==> src/main_nco_consts.svh <==
// register map, field positions, reset values and bus answers of the main oscillator settings
//
// Behaviour
// RULE1 - fraction mode off: frequency is sample rate times 48-bit tuning word over 2^48.
// RULE2 - fraction mode on: tuning word plus numerator over denominator, all over 2^48.
// RULE3 - tuning word bytes ascend with address; bits 47..40 live at the top byte.
// RULE4 - phase shift is 16-bit two's complement, low byte first, high byte next.
// RULE5 - output phase moves by 180 degrees times the signed code over 2^15.
// RULE6 - denominator low byte has its own register, used only in fraction mode.
// RULE7 - software raises load request 0 to 1; device loads the word, clears the bit.
// RULE8 - the oscillator runs only while its enable bit is 1.
// RULE9 - tuning bytes are staged in shadow storage until a load request moves them.
`ifndef MAIN_NCO_CONSTS_SVH
`define MAIN_NCO_CONSTS_SVH

// register indices; byte address is four times the index
`define TW_BYTE1_IDX 10'h1CC
`define TW_BYTE2_IDX 10'h1CD
`define TW_BYTE3_IDX 10'h1CE
`define TW_BYTE4_IDX 10'h1CF
`define TW_BYTE5_IDX 10'h1D0
`define PHASE_LOW_IDX 10'h1D1
`define PHASE_HIGH_IDX 10'h1D2
`define FRAC_DEN0_IDX 10'h1D3
`define CTRL_IDX 10'h1F0
`define STATUS_IDX 10'h1F1

// control register fields
`define CTRL_LOAD_BIT 0
`define CTRL_FRAC_BIT 1
`define CTRL_ENABLE_BIT 2

// status register fields
`define STATUS_PENDING_BIT 0
`define STATUS_RUN_BIT 1
`define STATUS_FRAC_BIT 2

// reset values
`define BYTE_RESET 8'h00
`define BIT_RESET 1'h0

// shadow storage shape
`define TW_SHADOW_BYTES 5

// bus answers
`define RESP_OKAY 2'h0
`define RESP_SLVERR 2'h2

`endif

==> src/main_nco_pkg.sv <==
// types shared by the main oscillator settings block
package main_nco_pkg;

  typedef logic [7:0] reg_byte_t;

  typedef logic [47:0] tuning_word_t;

  typedef enum logic [1:0] {
    RD_IDLE,
    RD_FETCH,
    RD_MUX,
    RD_RESP
  } rd_state_t;

endpackage

==> src/main_nco_tuning_phase_regs.sv <==
// axi4-lite register block and phase accumulator of the main transmit oscillator
//
// The AXI4-Lite interface to the registers is this design's own decision.
`timescale 1ns/1ps
`default_nettype none
`include "main_nco_consts.svh"

module main_nco_tuning_phase_regs (
  input wire logic sys_clk,
  input wire logic rst,
  input wire logic ce,
  // axi4-lite write address
  input wire logic awvalid,
  output logic awready,
  input wire logic [11:0] awaddr,
  input wire logic [2:0] awprot,
  // axi4-lite write data
  input wire logic wvalid,
  output logic wready,
  input wire logic [31:0] wdata,
  input wire logic [3:0] wstrb,
  // axi4-lite write response
  output logic bvalid,
  input wire logic bready,
  output logic [1:0] bresp,
  // axi4-lite read address
  input wire logic arvalid,
  output logic arready,
  input wire logic [11:0] araddr,
  input wire logic [2:0] arprot,
  // axi4-lite read data
  output logic rvalid,
  input wire logic rready,
  output logic [31:0] rdata,
  output logic [1:0] rresp,
  // settings held elsewhere in the unit
  input wire logic [7:0] tuning_word_low_byte,
  input wire logic [47:0] fraction_numerator,
  input wire logic [47:8] fraction_denominator_upper,
  // controls and oscillator output
  output logic tuning_load_request,
  output logic fraction_mode_enable,
  output logic main_oscillator_enable,
  output logic [15:0] oscillator_phase
);

  // =======================================================
  // declarations
  logic aw_held_reg;
  logic [9:0] aw_index_reg;
  logic w_held_reg;
  main_nco_pkg::reg_byte_t w_data_reg;
  logic w_lane_reg;
  logic bvalid_reg;
  logic [1:0] bresp_reg;

  main_nco_pkg::rd_state_t rd_state_reg;
  main_nco_pkg::rd_state_t rd_state_next;
  logic [9:0] ar_index_reg;
  logic [31:0] rdata_reg;
  logic [1:0] rresp_reg;

  main_nco_pkg::reg_byte_t phase_low_reg;
  main_nco_pkg::reg_byte_t phase_high_reg;
  main_nco_pkg::reg_byte_t frac_den0_reg;
  logic load_req_reg;
  logic load_req_next;
  logic frac_en_reg;
  logic osc_en_reg;

  main_nco_pkg::tuning_word_t active_tw_reg;
  main_nco_pkg::tuning_word_t acc_reg;
  main_nco_pkg::tuning_word_t acc_next;
  logic [47:0] frac_acc_reg;
  logic [47:0] frac_acc_next;
  logic [15:0] phase_out_reg;

  main_nco_pkg::reg_byte_t shadow_rd_data;
  logic [39:0] shadow_word;

  // =======================================================
  // write decode
  wire do_write = aw_held_reg && w_held_reg && !bvalid_reg;
  wire [9:0] tw_wr_off = aw_index_reg - `TW_BYTE1_IDX;
  wire tw_wr_hit = (aw_index_reg >= `TW_BYTE1_IDX) && (aw_index_reg <= `TW_BYTE5_IDX);
  wire phase_low_wr_hit = (aw_index_reg == `PHASE_LOW_IDX);
  wire phase_high_wr_hit = (aw_index_reg == `PHASE_HIGH_IDX);
  wire frac_den0_wr_hit = (aw_index_reg == `FRAC_DEN0_IDX);
  wire ctrl_wr_hit = (aw_index_reg == `CTRL_IDX);
  wire status_wr_hit = (aw_index_reg == `STATUS_IDX);
  wire wr_mapped = tw_wr_hit || phase_low_wr_hit || phase_high_wr_hit || frac_den0_wr_hit
                   || ctrl_wr_hit || status_wr_hit;
  wire wr_commit = do_write && w_lane_reg;
  wire tw_wr_en = wr_commit && tw_wr_hit;
  wire ctrl_wr_en = wr_commit && ctrl_wr_hit;
  wire load_set = ctrl_wr_en && w_data_reg[`CTRL_LOAD_BIT];

  // =======================================================
  // read decode
  wire [9:0] tw_rd_off = ar_index_reg - `TW_BYTE1_IDX;
  wire tw_rd_hit = (ar_index_reg >= `TW_BYTE1_IDX) && (ar_index_reg <= `TW_BYTE5_IDX);
  wire phase_low_rd_hit = (ar_index_reg == `PHASE_LOW_IDX);
  wire phase_high_rd_hit = (ar_index_reg == `PHASE_HIGH_IDX);
  wire frac_den0_rd_hit = (ar_index_reg == `FRAC_DEN0_IDX);
  wire ctrl_rd_hit = (ar_index_reg == `CTRL_IDX);
  wire status_rd_hit = (ar_index_reg == `STATUS_IDX);
  wire rd_mapped = tw_rd_hit || phase_low_rd_hit || phase_high_rd_hit || frac_den0_rd_hit
                   || ctrl_rd_hit || status_rd_hit;

  // =======================================================
  // oscillator arithmetic
  wire [47:0] frac_modulus = {fraction_denominator_upper, frac_den0_reg}; // RULE6
  wire frac_active = frac_en_reg && (frac_modulus != 48'h000000000000); // RULE6
  wire [48:0] frac_sum = {1'b0, frac_acc_reg} + {1'b0, fraction_numerator};
  wire frac_wrap = frac_active && (frac_sum >= {1'b0, frac_modulus}); // RULE2
  wire [48:0] frac_rem = frac_sum - {1'b0, frac_modulus};
  wire [15:0] phase_code = {phase_high_reg, phase_low_reg}; // RULE4

  wire main_nco_pkg::reg_byte_t ctrl_value = {5'h00, osc_en_reg, frac_en_reg, load_req_reg};
  wire main_nco_pkg::reg_byte_t status_value = {5'h00, frac_active, osc_en_reg, load_req_reg};

  wire main_nco_pkg::reg_byte_t rd_byte =
    tw_rd_hit ? shadow_rd_data :
    phase_low_rd_hit ? phase_low_reg :
    phase_high_rd_hit ? phase_high_reg :
    frac_den0_rd_hit ? frac_den0_reg :
    ctrl_rd_hit ? ctrl_value :
    status_rd_hit ? status_value :
    `BYTE_RESET;

  // =======================================================
  // handshake outputs
  assign awready = ce && !aw_held_reg && !bvalid_reg;
  assign wready = ce && !w_held_reg && !bvalid_reg;
  assign bvalid = bvalid_reg;
  assign bresp = bresp_reg;
  assign arready = ce && (rd_state_reg == main_nco_pkg::RD_IDLE);
  assign rvalid = (rd_state_reg == main_nco_pkg::RD_RESP);
  assign rdata = rdata_reg;
  assign rresp = rresp_reg;

  assign tuning_load_request = load_req_reg;
  assign fraction_mode_enable = frac_en_reg;
  assign main_oscillator_enable = osc_en_reg;
  assign oscillator_phase = phase_out_reg;

  // =======================================================
  // shadow storage
  tuning_shadow_mem u_shadow (
    .sys_clk(sys_clk),
    .rst(rst),
    .ce(ce),
    .wr_en(tw_wr_en),
    .wr_sel(tw_wr_off[2:0]),
    .wr_data(w_data_reg),
    .rd_sel(tw_rd_off[2:0]),
    .rd_data(shadow_rd_data),
    .shadow_word(shadow_word)
  );

  // =======================================================
  // write address and data capture, either order
  always_ff @(posedge sys_clk) begin
    if (rst) begin
      aw_held_reg <= 1'b0;
      aw_index_reg <= 10'h000;
    end else if (ce) begin
      if (awvalid && awready) begin
        aw_held_reg <= 1'b1;
        aw_index_reg <= awaddr[11:2];
      end else if (do_write) begin
        aw_held_reg <= 1'b0;
      end
    end
  end

  always_ff @(posedge sys_clk) begin
    if (rst) begin
      w_held_reg <= 1'b0;
      w_data_reg <= `BYTE_RESET;
      w_lane_reg <= 1'b0;
    end else if (ce) begin
      if (wvalid && wready) begin
        w_held_reg <= 1'b1;
        w_data_reg <= wdata[7:0];
        w_lane_reg <= wstrb[0];
      end else if (do_write) begin
        w_held_reg <= 1'b0;
      end
    end
  end

  // =======================================================
  // write response
  always_ff @(posedge sys_clk) begin
    if (rst) begin
      bvalid_reg <= 1'b0;
      bresp_reg <= `RESP_OKAY;
    end else if (ce) begin
      if (do_write) begin
        bvalid_reg <= 1'b1;
        bresp_reg <= wr_mapped ? `RESP_OKAY : `RESP_SLVERR;
      end else if (bready) begin
        bvalid_reg <= 1'b0;
      end
    end
  end

  // =======================================================
  // settings registers
  always_ff @(posedge sys_clk) begin
    if (rst) begin
      phase_low_reg <= `BYTE_RESET;
      phase_high_reg <= `BYTE_RESET;
      frac_den0_reg <= `BYTE_RESET;
    end else if (ce && wr_commit) begin
      if (phase_low_wr_hit) begin
        phase_low_reg <= w_data_reg; // RULE4
      end
      if (phase_high_wr_hit) begin
        phase_high_reg <= w_data_reg; // RULE4
      end
      if (frac_den0_wr_hit) begin
        frac_den0_reg <= w_data_reg; // RULE6
      end
    end
  end

  always_ff @(posedge sys_clk) begin
    if (rst) begin
      frac_en_reg <= `BIT_RESET;
      osc_en_reg <= `BIT_RESET;
    end else if (ce && ctrl_wr_en) begin
      frac_en_reg <= w_data_reg[`CTRL_FRAC_BIT];
      osc_en_reg <= w_data_reg[`CTRL_ENABLE_BIT]; // RULE8
    end
  end

  // =======================================================
  // load request: a 0 to 1 write arms it, the load clears it
  always_comb begin
    load_req_next = load_req_reg;
    if (load_req_reg) begin
      load_req_next = 1'b0; // RULE7
    end
    if (load_set && !load_req_reg) begin
      load_req_next = 1'b1; // RULE7
    end
    if (load_set && load_req_reg) begin
      load_req_next = 1'b1;
    end
  end

  always_ff @(posedge sys_clk) begin
    if (rst) begin
      load_req_reg <= `BIT_RESET;
    end else if (ce) begin
      load_req_reg <= load_req_next;
    end
  end

  always_ff @(posedge sys_clk) begin
    if (rst) begin
      active_tw_reg <= 48'h000000000000;
    end else if (ce && load_req_reg) begin
      active_tw_reg <= {shadow_word, tuning_word_low_byte}; // RULE3 RULE9
    end
  end

  // =======================================================
  // read channel
  always_comb begin
    rd_state_next = rd_state_reg;
    unique case (rd_state_reg)
      main_nco_pkg::RD_IDLE: begin
        if (arvalid) begin
          rd_state_next = main_nco_pkg::RD_FETCH;
        end
      end
      main_nco_pkg::RD_FETCH: begin
        rd_state_next = main_nco_pkg::RD_MUX;
      end
      main_nco_pkg::RD_MUX: begin
        rd_state_next = main_nco_pkg::RD_RESP;
      end
      main_nco_pkg::RD_RESP: begin
        if (rready) begin
          rd_state_next = main_nco_pkg::RD_IDLE;
        end
      end
    endcase
  end

  always_ff @(posedge sys_clk) begin
    if (rst) begin
      rd_state_reg <= main_nco_pkg::RD_IDLE;
    end else if (ce) begin
      rd_state_reg <= rd_state_next;
    end
  end

  always_ff @(posedge sys_clk) begin
    if (rst) begin
      ar_index_reg <= 10'h000;
    end else if (ce && arvalid && arready) begin
      ar_index_reg <= araddr[11:2];
    end
  end

  always_ff @(posedge sys_clk) begin
    if (rst) begin
      rdata_reg <= 32'h00000000;
      rresp_reg <= `RESP_OKAY;
    end else if (ce && (rd_state_reg == main_nco_pkg::RD_MUX)) begin
      rdata_reg <= {24'h000000, rd_byte};
      rresp_reg <= rd_mapped ? `RESP_OKAY : `RESP_SLVERR;
    end
  end

  // =======================================================
  // phase accumulator; one step per enabled sample clock
  always_comb begin
    acc_next = acc_reg + active_tw_reg; // RULE1
    frac_acc_next = frac_acc_reg;
    if (frac_active) begin
      frac_acc_next = frac_wrap ? frac_rem[47:0] : frac_sum[47:0]; // RULE2
      if (frac_wrap) begin
        acc_next = acc_reg + active_tw_reg + 48'h000000000001; // RULE2
      end
    end
    if (!osc_en_reg) begin
      acc_next = 48'h000000000000; // RULE8
      frac_acc_next = 48'h000000000000;
    end
  end

  always_ff @(posedge sys_clk) begin
    if (rst) begin
      acc_reg <= 48'h000000000000;
      frac_acc_reg <= 48'h000000000000;
    end else if (ce) begin
      acc_reg <= acc_next;
      frac_acc_reg <= frac_acc_next;
    end
  end

  // 2^16 code steps span 360 degrees, so the code adds to the top phase bits
  always_ff @(posedge sys_clk) begin
    if (rst) begin
      phase_out_reg <= 16'h0000;
    end else if (ce) begin
      phase_out_reg <= osc_en_reg ? (acc_next[47:32] + phase_code) : 16'h0000; // RULE5 RULE8
    end
  end

endmodule
`default_nettype wire

==> src/tuning_shadow_mem.sv <==
// shadow storage for the upper five tuning word bytes, registered read port
`timescale 1ns/1ps
`default_nettype none
`include "main_nco_consts.svh"

module tuning_shadow_mem (
  input wire logic sys_clk,
  input wire logic rst,
  input wire logic ce,
  input wire logic wr_en,
  input wire logic [2:0] wr_sel,
  input wire main_nco_pkg::reg_byte_t wr_data,
  input wire logic [2:0] rd_sel,
  output main_nco_pkg::reg_byte_t rd_data,
  output logic [39:0] shadow_word
);

  main_nco_pkg::reg_byte_t entry_reg [`TW_SHADOW_BYTES];

  // =======================================================
  // storage entries
  genvar i;
  generate
    for (i = 0; i < `TW_SHADOW_BYTES; i++) begin : g_entry
      always_ff @(posedge sys_clk) begin
        if (rst) begin
          entry_reg[i] <= `BYTE_RESET;
        end else if (ce && wr_en && (wr_sel == 3'(i))) begin
          entry_reg[i] <= wr_data; // RULE9
        end
      end
      assign shadow_word[8*i +: 8] = entry_reg[i]; // RULE3
    end
  endgenerate

  // =======================================================
  // registered read port
  always_ff @(posedge sys_clk) begin
    if (rst) begin
      rd_data <= `BYTE_RESET;
    end else if (ce) begin
      rd_data <= (rd_sel < 3'h5) ? entry_reg[rd_sel] : `BYTE_RESET;
    end
  end

endmodule
`default_nettype wire

==> config.mk <==
export PLATFORM = sky130hd
export DESIGN_NAME = main_nco_tuning_phase_regs
export DESIGN_NICKNAME = d
export VERILOG_FILES = /design/src/main_nco_pkg.sv /design/src/main_nco_tuning_phase_regs.sv /design/src/tuning_shadow_mem.sv
export VERILOG_INCLUDE_DIRS = /design/src
export SDC_FILE = /design/constraint.sdc
export NUM_CORES = 1
export LEC_CHECK = 0
export ABC_AREA = 1
export BUFFER_PORTS_ARGS = -buffer_cell sky130_fd_sc_hd__buf_2
export CAP_MARGIN = 10
export CORE_ASPECT_RATIO = 1.2
export CORE_MARGIN = 4
export CORE_UTILIZATION = 49
export DETAILED_ROUTE_END_ITERATION = 10
export PLACE_DENSITY_LB_ADDON = 0.2
export SLEW_MARGIN = 20
export SYNTH_ARGS = -nofsm -noshare
export SYNTH_HDL_FRONTEND = slang
export SYNTH_HIERARCHICAL = 1
export SYNTH_SLANG_ARGS = --single-unit
==> constraint.sdc <==
create_clock -name sys_clk -period 6.9 [get_ports sys_clk]
set_input_delay 0.345 -clock sys_clk [delete_from_list [all_inputs] [get_ports sys_clk]]
set_output_delay 0.345 -clock sys_clk [all_outputs]
set_load 0.01 [all_outputs]
==> run summary <==
DIE
--------------------------------------------------------------------------------------
Effective utilization at floorplan ......................................       0.4946
Chip Height .............................................................     249.4 um
Chip Width ..............................................................     209.2 um
Core Box Area ........................................................... 0.04812 mm^2
Std-Cell Rows ...........................................................           88
Die area ................................................................ 0.05217 mm^2
I/O Pins ................................................................          230

HOLD PATH
--------------------------------------------------------------------------------------
Hold path startpoint ....................................................    awaddr[9]
Class of the tightest hold or removal check .............................       in2reg

LAYOUT
--------------------------------------------------------------------------------------
Area occupied by registers .............................................. 0.005987 mm^2
Antenna cell count ......................................................            0
Fraction of layout instances using a drive strength above 1 .............       0.1692
Fill cell instance count of the final layout ............................         4850
Area occupied by multi-input gates ...................................... 0.01598 mm^2
Post-layout net count ...................................................         4526
Number of standard cells in the final layout excluding fillers ..........         4843
Layout Area Growth over Synthesis .......................................       20.30%

SYNTHESIS
--------------------------------------------------------------------------------------
Syn Area/Cell ...........................................................   6.214 um^2
Sequential fraction of the synthesis area ...............................       0.2515
Count of cell types in the netlist ......................................           65
Area of the mapped netlist .............................................. 0.02380 mm^2
Yosys warning total .....................................................            6
Register bit total from synthesis .......................................          279
Simple-gate share of the synthesized area ...............................       0.3370
Cell count after synthesis ..............................................         3830
Main combinational cell family by area after synthesis .................. simple AND/OR/NAND/NOR gates
Xor/xnor cell area share of the yosys netlist ...........................      0.03275
Top FF cell, synth ...................................................... sky130_fd_sc_hd__dfxtp_1
Post-synthesis mux area share ...........................................            0
Adder and majority gate portion of the synthesized area .................      0.08906
Count of flip-flops with a built-in enable after synthesis ..............           40
Async set-reset flop share out of synthesis .............................            0
Share of the synthesized area in compound gates (AO/OA/AOI/OAI) .........       0.1785

RUN STATUS
--------------------------------------------------------------------------------------
Outcome .................................................................    completed

DETAILED ROUTING
--------------------------------------------------------------------------------------
Iteration count of the initial detailed-routing pass ....................            5
DRC .....................................................................            0
Detailed-route wire length per cell .....................................     17.92 um
Post-detailed-route via-to-cell ratio ...................................        5.384
Wire length reported by the detailed router .............................     86770 um
Number of antenna-violating nets in the routed design ...................            0
Iter 0 DRT Violations ...................................................         1813
Via Count ...............................................................        26070

SETUP PATH
--------------------------------------------------------------------------------------
Most frequent cell on the critical path ................................. sky130_fd_sc_hd__nand2_1
Arrival time reported for the critical path endpoint ....................      7.00 ns
Critical path required time .............................................      7.33 ns
Maximum single-stage delay on the critical path .........................      0.33 ns
Setup CP Type ...........................................................      reg2reg
Kind of capture point of the worst setup path ...........................     register
Crit-path slowest cell .................................................. sky130_fd_sc_hd__dfxtp_1
Launch point of the worst reg-to-reg path ............................... frac_acc_reg[3]$_SDFFE_PP0P_
Kind of start point of the critical path ................................     register
Maximum fanout along the worst path .....................................            7
Worst Setup SP .......................................................... frac_acc_reg[3]$_SDFFE_PP0P_

PWR
--------------------------------------------------------------------------------------
Internal power ..........................................................     3.024 mW
Total Power Consumption .................................................     4.258 mW
Switching Fraction ......................................................       0.2900
Share of power burned in registers ......................................        0.401
Total power divided by cell area ........................................ 148.7 mW/mm^2
NetSw ...................................................................     1.235 mW
Share of power burned in combinational logic ............................        0.164
Worst ir drop on vdd ....................................................  0.0001585 V
Fraction of power consumed by the clock network .........................        0.435
Leakage power total .....................................................     13.38 nW

TIMING
--------------------------------------------------------------------------------------
Maximum clock rate ......................................................    152.0 MHz
Normalized max-slew margin ..............................................       0.2281
Pins over their slew limit ..............................................            0
Finish-stage setup viols ................................................            0
RSZ-0062 raised after global routing ....................................          yes
Number of hold-slack violations in the final timing report ..............            0
Clock tree skew after final layout ......................................   0.02874 ns
Period utilisation layout ...............................................       0.9534
Transition time at the pin with the least slew margin ...................     1.146 ns
Clock period minus worst slack ..........................................     6.578 ns

GLOBAL ROUTING
--------------------------------------------------------------------------------------
Vias in the first global route ..........................................        24300
Antenna violations before repair ........................................            0
GR Util met3 ............................................................      0.03583
Global-route wire length before repair ..................................    131300 um
Total grt overflow ......................................................            0
GR met1 Demand/Resource .................................................       0.3865
Largest net degree at the start of global routing .......................           73
Most Used Layer, Global Route ...........................................         met2
Total track usage .......................................................       0.3136
Grt met2 use ............................................................       0.5418

CLOCK NETWORK
--------------------------------------------------------------------------------------
CTS H-tree lvls .........................................................            2
Clock-pin slew on the worst setup and hold paths ........................      0.06 ns
Clock tree buffer depth .................................................            3
Quantity of hold-fixing buffers added after cts .........................            0
Number of sinks on the clock net ........................................          279
Cell chosen for the clock root .......................................... sky130_fd_sc_hd__clkbuf_16
TritonCTS clock tree ....................................................          yes
Latest clock arrival within the worst-skew pair .........................      0.56 ns
Total clock buffers created by CTS ......................................           34

PLACE
--------------------------------------------------------------------------------------
Instance count after placement with tap cells included ..................         4769
Weighted congestion reported at the end of routability-driven placement .        1.001
Port Buffer Count .......................................................          166
Detail Placement HPWL ...................................................     70320 um

FLOW RUN
--------------------------------------------------------------------------------------
Number of maximum-capacitance violations ................................            0

## metrics by stage
stage               TNS, ns    util  setup WS (ns)  area [um^2]  hold slack [ns]
finish                    0  0.5950         0.3215        28630          0.04965
global route        -0.7448  0.5950        -0.2242        28630          0.06202
floorplan                 0       -         0.5772        23890           0.4303
CTS                       0  0.5781        0.02136        27820          0.03024
detailed placement  -0.8013  0.5542        -0.2897        26660           0.4499
global placement    -0.3292  0.5542        -0.1670        26660           0.4444
## metal layers
layer  part of all wire  wire length (um)
met5                  0                 0
met4              0.059              5155
met3              0.051              4450
met2               0.48             41700
met1               0.41             35460
## path summary, 6_finish.rpt
path                                       endpoint  slack, ns  depth (start not counted)
hold / removal         aw_index_reg[7]$_SDFFE_PP0P_       0.05                          3
hold reg to reg        ar_index_reg[8]$_SDFFE_PP0P_       0.46                          2
setup reg to reg  oscillator_phase[13]$_SDFFE_PP0P_       0.32                         45
setup / recovery  oscillator_phase[13]$_SDFFE_PP0P_       0.32                         45
## Yosys cell counts, drive strengths merged (5+ instances only)
library cell,n,share of area
nand4,69,0.022
o211ai,41,0.013
o21ai,239,0.051
nor3,40,0.0093
nor2,508,0.085
xnor2,41,0.015
clkbuf,68,0.011
a21oi,397,0.086
or2,6,0.0016
a211oi,20,0.0063
o21bai,11,0.0035
nand2,1012,0.16
o21a,11,0.0035
inv,532,0.084
ha,163,0.086
clkinv,7,0.0011
nand3,194,0.044
nand3b,17,0.0054
edfxtp,40,0.050
a31oi,12,0.0032
xor2,48,0.018
a221oi,5,0.0018
dfxtp,239,0.20
buf,47,0.015
nor4,18,0.0047
a21boi,5,0.0016
a21o,8,0.0025
## layout by cell type (no fill, tap or decap), types with 147 or more instances in the layout
cell	instances
sky130_fd_sc_hd__o21ai_0	207
sky130_fd_sc_hd__ha_1	147
sky130_fd_sc_hd__inv_1	504
sky130_fd_sc_hd__nor2_1	460
sky130_fd_sc_hd__nand3_1	171
sky130_fd_sc_hd__dfxtp_1	238
sky130_fd_sc_hd__nand2_1	968
sky130_fd_sc_hd__a21oi_1	363
sky130_fd_sc_hd__buf_4	243
sky130_fd_sc_hd__buf_2	165
## final cells by class
class                   instances  area share
clock buffers                  43     0.03264
clock inverters                17    0.006992
inverters                     539     0.07101
multi-input cells            2922      0.5582
flip-flops and latches        279      0.2091
well taps                     630     0.02753
repair buffers                413     0.09452
## what timing repair did
| item | CTS | global route |
|---|---|---|
| endpoints found under the setup margin | 4 | 12 |
| setup buffers | 0 | 14 |
| pin swaps | 0 | 65 |
| gates resized for setup | 6 | 165 |
## power by group through the flow
stage               Combinational, mW  Sequential [mW]  Clock [mW]
floorplan                       0.425             1.73           0
global placement                0.649             1.74           0
detailed placement              0.649             1.74           0
CTS                             0.654             1.71        1.88
global route                    0.763             1.71        1.94
finish                          0.696             1.71        1.85
## critical path, delay by kind of cell (launching register included)
kind | cells | cell delay (ns)
buf+inv | 7 | 0.79
flops | 1 | 0.33
compound gates | 13 | 1.93
xor+xnor | 1 | 0.20
simple gates | 21 | 2.24
fa+ha+maj | 3 | 0.93
## cell families after synthesis
| kind of cell | count (synthesis) |
|---|---|
| buf+inv | 654 |
| other cells | 1 |
| compound gates | 769 |
| simple gates | 1871 |
| xor+xnor | 89 |
| fa+ha+maj | 167 |
| flops | 279 |
(Power assumes the default switching activity.)
